===== config.mk =====
export PLATFORM = sky130hd
export DESIGN_NAME = sram_boundary_scan_tap
export DESIGN_NICKNAME = d
export VERILOG_FILES = /design/src/hw/scan_tap_pkg.sv /design/src/hw/sram_boundary_scan_tap.sv /design/src/hw/pin_sync3.sv /design/src/hw/tap_fsm.sv
export SDC_FILE = /design/constraint.sdc
export NUM_CORES = 1
export LEC_CHECK = 0
export ABC_AREA = 1
export BUFFER_PORTS_ARGS = -buffer_cell sky130_fd_sc_hd__buf_2
export CAP_MARGIN = 0
export CORE_ASPECT_RATIO = 1.5
export CORE_MARGIN = 10
export CORE_UTILIZATION = 30
export CTS_BUF_LIST = sky130_fd_sc_hd__clkbuf_16
export DETAILED_ROUTE_END_ITERATION = 12
export PLACE_DENSITY = 0.55
export SLEW_MARGIN = 10
export SYNTH_ARGS = -nofsm -noshare
export SYNTH_HDL_FRONTEND = slang
export SYNTH_HIERARCHICAL = 1
export SYNTH_SLANG_ARGS = --single-unit

===== constraint.sdc =====
create_clock -name core_clk -period 2.4 [get_ports core_clk]
set_input_delay 0.12 -clock core_clk [delete_from_list [all_inputs] [get_ports core_clk]]
set_output_delay 0.12 -clock core_clk [all_outputs]
set_load 0.02 [all_outputs]

===== src/hw/scan_tap_pkg.sv =====
// shared constants and types for the sram boundary scan port
package scan_tap_pkg;
    localparam int IR_WIDTH = 3;
    localparam int ID_WIDTH = 32;
    localparam int BSR_WIDTH = 71;
    localparam int RESET_TMS_EDGES = 5;
    localparam logic [2:0] INSTR_ALL_ZERO = 3'h0;
    localparam logic [2:0] INSTR_IDCODE = 3'h1;
    localparam logic [2:0] INSTR_SAMPLE_Z = 3'h2;
    localparam logic [2:0] INSTR_SAMPLE = 3'h4;
    localparam logic [2:0] INSTR_BYPASS = 3'h7;
    localparam logic [2:0] IR_RESET_VALUE = INSTR_IDCODE;
    localparam logic [1:0] IR_CAPTURE_PATTERN = 2'h1;
    localparam logic [31:0] ID_CODE_DEFAULT = 32'h00000001;

    typedef enum logic [3:0] {
        TEST_LOGIC_RESET = 4'h0,
        RUN_TEST_IDLE = 4'h1,
        SELECT_DR_SCAN = 4'h2,
        CAPTURE_DR = 4'h3,
        SHIFT_DR = 4'h4,
        EXIT1_DR = 4'h5,
        PAUSE_DR = 4'h6,
        EXIT2_DR = 4'h7,
        UPDATE_DR = 4'h8,
        SELECT_IR_SCAN = 4'h9,
        CAPTURE_IR = 4'ha,
        SHIFT_IR = 4'hb,
        EXIT1_IR = 4'hc,
        PAUSE_IR = 4'hd,
        EXIT2_IR = 4'he,
        UPDATE_IR = 4'hf
    } tap_state_t;
endpackage


===== src/hw/sram_boundary_scan_tap.sv =====
// serial boundary scan test port of the sram, sampled on the core clock
`timescale 1ns/10ps
module sram_boundary_scan_tap
    import scan_tap_pkg::*;
#(
    parameter logic [ID_WIDTH-1:0] ID_CODE = ID_CODE_DEFAULT, // arbitrary value
    parameter int BSR_LEN = BSR_WIDTH
) (
    input wire logic core_clk,
    input wire logic reset,
    input wire logic tck_pin,
    input wire logic tms_pin,
    input wire logic tms_pin_connected,
    input wire logic tdi_pin,
    input wire logic tdi_pin_connected,
    input wire logic [BSR_LEN-1:0] pin_states,
    output logic tdo_out,
    output logic tdo_oe,
    output logic mem_out_float,
    output logic tap_in_reset
);
    logic tck_s;
    logic tms_s;
    logic tdi_s;
    logic tms_raw;
    logic tdi_raw;
    logic tck_prev_r;
    logic tck_rise;
    logic tck_fall;
    tap_state_t state;

    logic [IR_WIDTH-1:0] ir_shift_r, ir_shift_nxt;
    logic [IR_WIDTH-1:0] ir_active_r, ir_active_nxt;
    logic bypass_r, bypass_nxt;
    logic [ID_WIDTH-1:0] id_r, id_nxt;
    logic [BSR_LEN-1:0] bsr_r, bsr_nxt;
    logic tdo_r, tdo_nxt;
    logic tdo_oe_r, tdo_oe_nxt;
    logic [2:0] tms_high_cnt_r, tms_high_cnt_nxt;
    logic sel_id;
    logic sel_bsr;
    logic sel_bypass;
    logic lsb_bit;

    // unconnected pins read high
    assign tms_raw = tms_pin_connected ? tms_pin : 1'b1;
    assign tdi_raw = tdi_pin_connected ? tdi_pin : 1'b1;

    pin_sync3 u_sync_tck (
        .core_clk(core_clk),
        .reset(reset),
        .pin(tck_pin),
        .reset_level(1'b0),
        .level(tck_s)
    );
    pin_sync3 u_sync_tms (
        .core_clk(core_clk),
        .reset(reset),
        .pin(tms_raw),
        .reset_level(1'b1),
        .level(tms_s)
    );
    pin_sync3 u_sync_tdi (
        .core_clk(core_clk),
        .reset(reset),
        .pin(tdi_raw),
        .reset_level(1'b1),
        .level(tdi_s)
    );

    // a test clock held low never produces a rise, so nothing moves
    assign tck_rise = tck_s & ~tck_prev_r;
    assign tck_fall = ~tck_s & tck_prev_r;

    tap_fsm u_fsm (
        .core_clk(core_clk),
        .reset(reset),
        .tck_rise(tck_rise),
        .tms(tms_s),
        .state(state)
    );

    // data register select from the active instruction
    always_comb begin
        sel_id = 1'b0;
        sel_bsr = 1'b0;
        sel_bypass = 1'b0;
        unique case (ir_active_r)
            INSTR_IDCODE: sel_id = 1'b1;
            INSTR_ALL_ZERO, INSTR_SAMPLE_Z, INSTR_SAMPLE: sel_bsr = 1'b1;
            default: sel_bypass = 1'b1;
        endcase
    end

    // five high samples counted independently of the state walk
    always_comb begin
        tms_high_cnt_nxt = tms_high_cnt_r;
        if (tck_rise) begin
            if (!tms_s) begin
                tms_high_cnt_nxt = 3'h0;
            end else if (tms_high_cnt_r != 3'(RESET_TMS_EDGES)) begin
                tms_high_cnt_nxt = tms_high_cnt_r + 3'h1;
            end
        end
    end

    // shift, capture and update on the test clock rise
    always_comb begin
        ir_shift_nxt = ir_shift_r;
        ir_active_nxt = ir_active_r;
        bypass_nxt = bypass_r;
        id_nxt = id_r;
        bsr_nxt = bsr_r;
        // the reset state loads the identification instruction at the end of its first cycle
        if (state == TEST_LOGIC_RESET) begin
            ir_active_nxt = IR_RESET_VALUE;
            ir_shift_nxt = IR_RESET_VALUE;
        end
        if (tck_rise) begin
            unique case (state)
                TEST_LOGIC_RESET: begin
                    ir_active_nxt = IR_RESET_VALUE;
                    ir_shift_nxt = IR_RESET_VALUE;
                end
                CAPTURE_IR: begin
                    ir_shift_nxt = {ir_shift_r[IR_WIDTH-1:2], IR_CAPTURE_PATTERN};
                end
                SHIFT_IR: begin
                    ir_shift_nxt = {tdi_s, ir_shift_r[IR_WIDTH-1:1]};
                end
                UPDATE_IR: begin
                    ir_active_nxt = ir_shift_r;
                end
                CAPTURE_DR: begin
                    if (sel_id) begin
                        id_nxt = ID_CODE;
                    end
                    if (sel_bsr) begin
                        bsr_nxt = pin_states;
                    end
                    if (sel_bypass) begin
                        bypass_nxt = 1'b0;
                    end
                end
                SHIFT_DR: begin
                    if (sel_id) begin
                        id_nxt = {tdi_s, id_r[ID_WIDTH-1:1]};
                    end
                    if (sel_bsr) begin
                        bsr_nxt = {tdi_s, bsr_r[BSR_LEN-1:1]};
                    end
                    if (sel_bypass) begin
                        bypass_nxt = tdi_s;
                    end
                end
                default: begin
                end
            endcase
            // five high rises force the reset instruction into both instruction registers even from a stuck walk
            if (tms_s && tms_high_cnt_r == 3'(RESET_TMS_EDGES - 1)) begin
                ir_active_nxt = IR_RESET_VALUE;
                ir_shift_nxt = IR_RESET_VALUE;
            end
        end
    end

    // serial output driven on the test clock fall
    always_comb begin
        lsb_bit = bypass_r;
        if (state == SHIFT_IR) begin
            lsb_bit = ir_shift_r[0];
        end else if (sel_id) begin
            lsb_bit = id_r[0];
        end else if (sel_bsr) begin
            lsb_bit = bsr_r[0];
        end
        tdo_nxt = tdo_r;
        tdo_oe_nxt = tdo_oe_r;
        if (tck_fall) begin
            tdo_nxt = lsb_bit;
            tdo_oe_nxt = (state == SHIFT_IR) || (state == SHIFT_DR);
        end
    end

    always_ff @(posedge core_clk) begin
        if (reset) begin
            tck_prev_r <= 1'b0;
            ir_shift_r <= IR_RESET_VALUE;
            ir_active_r <= IR_RESET_VALUE;
            bypass_r <= 1'b0;
            id_r <= '0;
            bsr_r <= '0;
            tdo_r <= 1'b0;
            tdo_oe_r <= 1'b0;
            tms_high_cnt_r <= 3'h0;
        end else begin
            tck_prev_r <= tck_s;
            ir_shift_r <= ir_shift_nxt;
            ir_active_r <= ir_active_nxt;
            bypass_r <= bypass_nxt;
            id_r <= id_nxt;
            bsr_r <= bsr_nxt;
            tdo_r <= tdo_nxt;
            tdo_oe_r <= tdo_oe_nxt;
            tms_high_cnt_r <= tms_high_cnt_nxt;
        end
    end

    assign tdo_out = tdo_r;
    assign tdo_oe = tdo_oe_r;
    // only the output float request reaches the memory; the core runs on regardless
    assign mem_out_float = (ir_active_r == INSTR_ALL_ZERO) ||
                           (ir_active_r == INSTR_SAMPLE_Z);
    assign tap_in_reset = (state == TEST_LOGIC_RESET);
endmodule // sram_boundary_scan_tap


===== src/hw/pin_sync3.sv =====
// three-stage pin synchroniser, output changes when stages two and three agree
`timescale 1ns/10ps
module pin_sync3 (
    input wire logic core_clk,
    input wire logic reset,
    input wire logic pin,
    input wire logic reset_level,
    output logic level
);
    logic [2:0] stage_r;
    logic [2:0] stage_nxt;
    logic level_r;
    logic level_nxt;

    always_comb begin
        stage_nxt = {stage_r[1:0], pin};
        level_nxt = level_r;
        if (stage_r[1] == stage_r[2]) begin
            level_nxt = stage_r[2];
        end
    end

    always_ff @(posedge core_clk) begin
        if (reset) begin
            stage_r <= {3{reset_level}};
            level_r <= reset_level;
        end else begin
            stage_r <= stage_nxt;
            level_r <= level_nxt;
        end
    end

    assign level = level_r;
endmodule // pin_sync3


===== src/hw/tap_fsm.sv =====
// sixteen-state tap controller stepped on each test clock rise
`timescale 1ns/10ps
module tap_fsm
    import scan_tap_pkg::*;
(
    input wire logic core_clk,
    input wire logic reset,
    input wire logic tck_rise,
    input wire logic tms,
    output tap_state_t state
);
    tap_state_t state_r;
    tap_state_t state_nxt;

    always_comb begin
        state_nxt = state_r;
        if (tck_rise) begin
            unique case (state_r)
                TEST_LOGIC_RESET: state_nxt = tms ? TEST_LOGIC_RESET : RUN_TEST_IDLE;
                RUN_TEST_IDLE: state_nxt = tms ? SELECT_DR_SCAN : RUN_TEST_IDLE;
                SELECT_DR_SCAN: state_nxt = tms ? SELECT_IR_SCAN : CAPTURE_DR;
                CAPTURE_DR: state_nxt = tms ? EXIT1_DR : SHIFT_DR;
                SHIFT_DR: state_nxt = tms ? EXIT1_DR : SHIFT_DR;
                EXIT1_DR: state_nxt = tms ? UPDATE_DR : PAUSE_DR;
                PAUSE_DR: state_nxt = tms ? EXIT2_DR : PAUSE_DR;
                EXIT2_DR: state_nxt = tms ? UPDATE_DR : SHIFT_DR;
                UPDATE_DR: state_nxt = tms ? SELECT_DR_SCAN : RUN_TEST_IDLE;
                SELECT_IR_SCAN: state_nxt = tms ? TEST_LOGIC_RESET : CAPTURE_IR;
                CAPTURE_IR: state_nxt = tms ? EXIT1_IR : SHIFT_IR;
                SHIFT_IR: state_nxt = tms ? EXIT1_IR : SHIFT_IR;
                EXIT1_IR: state_nxt = tms ? UPDATE_IR : PAUSE_IR;
                PAUSE_IR: state_nxt = tms ? EXIT2_IR : PAUSE_IR;
                EXIT2_IR: state_nxt = tms ? UPDATE_IR : SHIFT_IR;
                UPDATE_IR: state_nxt = tms ? SELECT_DR_SCAN : RUN_TEST_IDLE;
            endcase
        end
    end

    always_ff @(posedge core_clk) begin
        if (reset) begin
            state_r <= TEST_LOGIC_RESET;
        end else begin
            state_r <= state_nxt;
        end
    end

    assign state = state_r;
endmodule // tap_fsm


==> results.md, run 1 <==
- DRC Markers: 0
- Highest clock rate: 527.1 MHz
- Number of DRC markers in iteration 0: 310
- Root buffer cell: clkbuf_16
- Prevailing post-synth register cell: dfxtp_1
- Io pins: 82
- Wire length per cell: 10.54 um
- Clock Skews: 12.30 ps
- Netlist cell types: 31
- Clock transition at the registers of the reported paths: 50 ps
- Max H-tree Level: 4
- Die H: 201.0 um
- FFs w/ async S/R, synth: 0
- Die X: 140.7 um
- Peak fanout along the critical path: 33
- Clk sinks: 132
- DP Area: 7177 um^2
- Post-cts resize count: 0
- Post-detail-place hpwl: 9857 um
- Number of global-route vias before repair: 5777
- Cts bufs inserted: 17
- IO buf count: 81
- Setup violations, final: 0
- First-pass GRT wire length: 25470 um
- Yosys reg bits: 132
- Crit Path Class: flip-flop to flip-flop
- Sequential fraction of the synthesis area: 0.4079
- Gpl congestion: 0.7673
- CTS Buffer Depth: 2
- Slew margin rel.: 0.5696
- ANT nets after route: 0
- Setup TNS: 0 ps
- HP Class: input pin to flip-flop
- Arrival @ worst endpoint: 2210 ps
- Data required, critical path: 2710 ps
- Share of cells above drive strength 1: 0.1147
- Power density over cell area: 638.6 nW/um^2
- Vias per cell: 4.313
- RSZ-0062 raised after global routing: false
- Leakage power: 4.118 nW
- Mean post-synth cell area: 6.176 um^2
- Later-pin clock latency in the skew report: 420 ps
- Time the worst path needs with I/O delays and setup: 1897 ps
- Initial antenna violation count: 0
- Worst Tran Pin Value: 645.6 ps
- Type of origin of the critical path: flip-flop
- GRT Resource Usage Total: 0.1059
- Via Count: 6060
- Mapped Cells: 1061
- Cell area after layout: 7756 um^2
- Die Area: 28280 um^2
- Post-synth EDFFs: 3
- Fin. max-slew vios: 0
- Max Cap Viol: 0
- # nets final: 1204
- VDD IR max: 0.3982 mV
- Area growth, synth to finish: 18.37%
- Syn Std Cell Area: 6553 um^2
- TritonCTS clock tree: done
- Post-route clock period utilization: 0.7905
- WL final: 14810 um
- Core area: 21640 um^2
- Warnings, synthesis: 6
- Status: complete, no violations
- Global route overflow: 0
- Drt first pass iters: 5
- FP Rows: 66
- Final Hold Vio Count: 0
- Antenna diodes: 0
- Largest net degree at the start of global routing: 174
- Crit end category: flip-flop
- Starting Density: 0.3029
==> per-layer routing <==
metal / track usage / up-vias / part of all wire
met2: 0.1831 / 103 / 0.50
met3: 0.03196 / 16 / 0.047
met4: 0.03957 / 0 / 0.013
met1: 0.1185 / 2633 / 0.44
li1: - / 3308 / -
met5: 0 / - / 0
==> logic make-up (layout without fill, tap and decap cells) <==
| group | Yosys count | in the layout | share of synthesized area |
|---|---|---|---|
| AO/OA/AOI/OAI | 140 | 140 | 0.1092 |
| adder cells (fa/ha/maj) | 3 | 3 | 0.005729 |
| flip-flops | 132 | 132 | 0.4079 |
| other | 2 | 3 | 0.001146 |
| XOR/XNOR | 1 | 1 | 0.001337 |
| buffers and inverters | 195 | 266 | 0.1220 |
| AND/OR/NAND/NOR | 588 | 588 | 0.3527 |
==> final timing paths <==
kind         cells after the start                     to             startpoint  slack, ps
max                              8              bsr_r[62]         u_fsm/state[0]        500
min reg2reg                      2  u_sync_tdi/stage_r[1]  u_sync_tdi/stage_r[0]        420
max reg2reg                      8              bsr_r[62]         u_fsm/state[0]        500
min                              5              bsr_r[70]         pin_states[70]         30
==> where the power goes <==
group	internal [mW]	total, mW	switching [mW]	leakage, nW
clock network	1.48	2.37	0.898	0.272
logic	0.127	0.320	0.193	2.77
registers	2.23	2.26	0.0271	1.07
==> flip-flops by register name (all words and copies together) (netlist names), 3 cells and up <==
| name | cells |
|---|---|
| bsr_r | 71 |
| id_r | 32 |
| ir_active_r | 3 |
| ir_shift_r | 3 |
| tms_high_cnt_r | 3 |
| u_fsm/state | 4 |
| u_sync_tck/stage_r | 3 |
| u_sync_tdi/stage_r | 3 |
| u_sync_tms/stage_r | 3 |
==> what timing repair did <==
action	CTS	global route
setup buffers	0	0
hold buffers	5	0
hold endpoints to repair	3	0
==> synthesized netlist by cell type (all sizes together), types with 2 or more instances <==
cell type  count  area [um^2]
o21ai        121        605.6
nand2        326         1231
nand3b         2        27.53
edfxtp         3        90.09
ha             3        37.54
dfxtp        129         2582
nor2         227        869.6
nand3         30        162.7
a21oi         15        82.58
conb           2        7.510
clkbuf        19        71.32
buf           35        198.9
nor3           3        20.02
inv          140        525.5
==> placed cells by master, fill, tap and decap left out, types with 2 or more instances in the layout <==
| cell type | Yosys | final |
|---|---|---|
| nand3_1 | 29 | 29 |
| dfxtp_1 | 129 | 129 |
| edfxtp_1 | 3 | 3 |
| ha_1 | 3 | 3 |
| a21oi_2 | 2 | 2 |
| dlygate4sd3_1 | 0 | 5 |
| o21ai_0 | 109 | 109 |
| a21oi_1 | 13 | 13 |
| nand2_1 | 323 | 322 |
| buf_12 | 0 | 5 |
| inv_1 | 138 | 142 |
| clkinv_2 | 0 | 2 |
| nand2_2 | 3 | 3 |
| buf_2 | 30 | 81 |
| o21ai_1 | 12 | 12 |
| nor2_1 | 222 | 222 |
| buf_4 | 0 | 5 |
| bufinv_16 | 0 | 2 |
| inv_2 | 2 | 3 |
| nor3_1 | 2 | 2 |
| clkbuf_16 | 0 | 17 |
| clkinv_1 | 1 | 3 |
| conb_1 | 2 | 3 |
| nor2_2 | 4 | 4 |
==> cell type report <==
cell class	count	area, um^2
clock buffers	17	425.4
clock inverters	12	103.9
inverters	141	529.3
repair buffers	96	593.1
flip-flops and latches	132	2673
fillers	2388	13880
well taps	272	340.3
multi-input cells	735	3092
==> critical path, cell delays in order, from the launching register on <==
cell	delay (ps)
dfxtp_1	560
nand2_1	90
inv_1	80
nand3_1	80
nand2_2	130
nand3_4	320
buf_4	340
nor2_1	120
nor2_1	60
==> per-stage QoR <==
step | setup slack [ps] | hold WS (ps) | util | total power, mW | instances
after floorplan | 936.2 | 182.4 | - | 2.489 | 1062
after global placement | 528.8 | 306.1 | 0.3317 | 2.624 | 1371
after detailed placement | 488.6 | 313.5 | 0.3317 | 2.625 | 1371
after CTS | 481.6 | 10.36 | 0.3585 | 5.045 | 1405
after global routing | 259.3 | 53.55 | 0.3585 | 5.170 | 1405
final | 502.8 | 31.90 | 0.3585 | 4.953 | 1405
Note: power is estimated with default switching activity, not from simulation.
==> run 2, diff against run 1 <==
Settings changed: ABC_AREA 1 to 0.
Clock period 2.4 ns to 1.8 ns, I/O delays scaled along.
==> run 2 against run 1 <==
  * Cell area increased by 2.3%
  * Total power increased by 38%
  * Critical path depth decreased by 5
  * Combinational power increased by 80%
  * Clock skew increased by 0.62 ps
  * Via count decreased by 11%
  * Utilization increased by 5.2 points
  * Critical endpoint is now tap_in_reset
  * Critical path type is now flip-flop to primary output
  * Worst setup slack got worse by 360 ps
  * Worst hold slack got worse by 15 ps
==> results.md, run 2 <==
- Leakage power: 2.993 nW (-27%)
- Slew margin rel.: 0.6577 (+0.08812)
- Data required, critical path: 1710 ps (-1000 ps)
- Top-count cell post-synth: nand2_1
- Sw Pwr: 1.586 mW (+42%)
- Setup TNS: 0 ps (unchanged)
- Combinational Power Share: 0.084 (+0.019)
- Cell area after layout: 7935 um^2 (+2.3%)
- Root buffer cell: clkbuf_16
- Clk pwr share: 0.476 (-0.003)
- Min Hold Slack: 17.26 ps (-14.65 ps)
- Finished Layout Cells: 1128 (-20%)
- Sequential fraction of the synthesis area: 0.4511 (+0.04324)
- Internal: 5.262 mW (+37%)
- Initial antenna violation count: 0 (unchanged)
- Hold path start: tms_pin
- TritonCTS clock tree: done
- Register-to-Register Path Depth: 5 (-3)
- Mapped Cells: 723 (-32%)
- Prevailing post-synth register cell: dfxtp_1
- Pre-CTS WS: 109.5 ps (-379.1 ps)
- Time the worst path needs with I/O delays and setup: 1659 ps
- WL final: 15310 um (+3.4%)
- Warnings, synthesis: 6 (unchanged)
- Vias per cell: 4.777 (+11%)
- Die X: 134.7 um (-4.2%)
- Clk sinks: 132 (unchanged)
- # nets final: 941 (-22%)
- Total power: 6.848 mW (+38%)
- Later-pin clock latency in the skew report: 420 ps (about the same)
- RSZ-0062 raised after global routing: false
- Io pins: 82 (unchanged)
- Max H-tree Level: 4 (unchanged)
- Post-route clock period utilization: 0.9216
- Mean post-synth cell area: 8.194 um^2 (+33%)
- Worst Tran Pin Value: 513.4 ps (-132.2 ps)
- Number of flip-flops in the largest register: 71 (unchanged)
- Clock Skews: 12.92 ps (+0.6221 ps)
- Utilization after layout: 0.4108 (+0.05232)
- Crit end category: primary output
- Core area: 19320 um^2 (-11%)
- Cell depth of the worst hold path: 4 (-1)
- Grt met1 use: 0.1448 (+0.02632)
- Setup violations, final: 0 (unchanged)
- Yosys reg bits: 132 (unchanged)
- CTS Buffer Depth: 2 (unchanged)
- Synth top cells by count: nand2_1 (182), dfxtp_1 (129), nor2_1 (82), a311oi_1 (56), a21oi_1 (41)
- Share of cells above drive strength 1: 0.1858 (+0.07104)
- Antenna diodes: 0 (unchanged)
- Arrival @ worst endpoint: 1570 ps (-640 ps)
- Commonest non-fill, non-tap cell in the layout: nand2_1
- DP Area: 6604 um^2 (-8.0%)
- Via Count: 5388 (-11%)
- Type of origin of the critical path: flip-flop
- Crit path launch: u_fsm/state[1]
- VDD IR max: 0.9417 mV (+140%)
- Peak fanout along the critical path: 9 (-73%)
- Synth area leaders: dfxtp_1 (44%), nand2_1 (12%), a311oi_1 (8.3%)
- Clock transition at the registers of the reported paths: 60 ps (about the same)
- M3 GR Usage: 0.02981 (-0.002149)
- Final Hold Vio Count: 0 (unchanged)
- First-pass GRT wire length: 25470 um (unchanged)
- FFs w/ async S/R, synth: 0 (unchanged)
- Area growth, synth to finish: 33.94%
- Sw Ratio: 0.2316 (+0.006008)
- Cts bufs inserted: 17 (unchanged)
- Fill cells: 1947 (-18%)
- DP Cell Count: 1023 (-25%)
- Most frequent cells in the layout: nand2_1 (181), dfxtp_1 (129), nor2_1 (82), buf_2 (80), dlygate4sd3_1 (73)
- Drt first pass iters: 4 (-1)
- Global route overflow: 0 (unchanged)
- DRC Markers: 0 (unchanged)
- Number of global-route vias before repair: 5192 (-10%)
- Fin. max-slew vios: 0 (unchanged)
- GRT Resource Usage Total: 0.1170 (+0.01113)
- Starting Density: 0.3067 (+0.003854)
- FP Rows: 62 (-6.1%)
- Top Usage Layer GRT: met2
- ANT nets after route: 0 (unchanged)
- Highest clock rate: 602.8 MHz
- Die H: 192.1 um (-4.4%)
- Crit Path Class: flip-flop to primary output
- Power density over cell area: 863.0 nW/um^2 (+35%)
- Post-route setup slack: 141.1 ps (-361.7 ps)
- Post-detail-place hpwl: 9506 um (-3.6%)
- Number of DRC markers in iteration 0: 279 (-10%)
- Largest net degree at the start of global routing: 73 (-58%)
- M2 GR Usage: 0.1910 (+0.007810)
- Reg-to-Reg Start: u_fsm/state[2]
- Status: complete, no violations
- Max Cap Viol: 0 (unchanged)
- Post-synth EDFFs: 3 (unchanged)
- Syn Std Cell Area: 5924 um^2 (-9.6%)
- Register share of total power: 0.440 (-0.016)
- Area leader, netlist: dfxtp_1
- Wire length per cell: 13.57 um (+29%)
- HP Class: input pin to flip-flop
- Die Area: 25880 um^2 (-8.5%)
- Gpl congestion: 0.7218 (-5.9%)
- Biggest register: bsr_r
- IO buf count: 81 (unchanged)
- Netlist cell types: 55 (+77%)
- Post-synth top area share: 0.4359 (+0.04178)
-- run 2: worst paths after layout --
check	slack, ps	end
setup reg to reg	150	bsr_r[9]
setup / recovery	140	tap_in_reset
hold reg to reg	440	u_sync_tck/stage_r[1]
hold / removal	20	u_sync_tms/stage_r[0]
-- run 2: worst max-delay path, cell delays in order (launching register included) --
cell	delay [ps]
dfxtp_1	330
buf_4	180
nor4_2	400
buf_2	250
-- run 2: cells by family after synthesis --
group | count (synthesis) | share of synthesized area
adders and majority gates | 4 | 0.008026
other | 2 | 0.001268
AOI/OAI and AO/OA | 149 | 0.2008
muxes | 1 | 0.001690
and+or+nand+nor | 349 | 0.2579
DFF | 132 | 0.4511
xor gates and xnor gates | 5 | 0.007391
buffers and inverters | 81 | 0.07180
-- run 2: layer usage --
metal  up-vias  routed length (um)
met5         -                   0
met2        68                7724
met4         0                 163
met3         8                 501
met1      2527                6917
li1       2785                   -
-- run 2: final cells by class --
cell class	count	area [um^2]	share of cell area
sequential	132	2673	0.3368
inverter	20	75.07	0.009461
clock buffer	17	425.4	0.05361
timing repair buffer	178	1451	0.1829
clock inverter	14	122.6	0.01545
multi-input combinational	511	2868	0.3614
tap	256	320.3	0.04037
-- run 2: repair_timing --
action	4_1_cts	5_1_grt
hold endpoints to repair	73	0
hold buffers	73	0
setup buffers	0	0
gates resized for setup	0	6
endpoints found under the setup margin	0	48
-- run 2: power groups by stage --
| stage | Sequential (mW) | Combinational (mW) | Clock (mW) |
|---|---|---|---|
| floorplan | 3.06 | 0.264 | 0 |
| global placement | 3.07 | 0.455 | 0 |
| detailed placement | 3.07 | 0.454 | 0 |
| CTS | 3.01 | 0.576 | 3.35 |
| global route | 3.01 | 0.643 | 3.47 |
| finish | 3.01 | 0.575 | 3.26 |
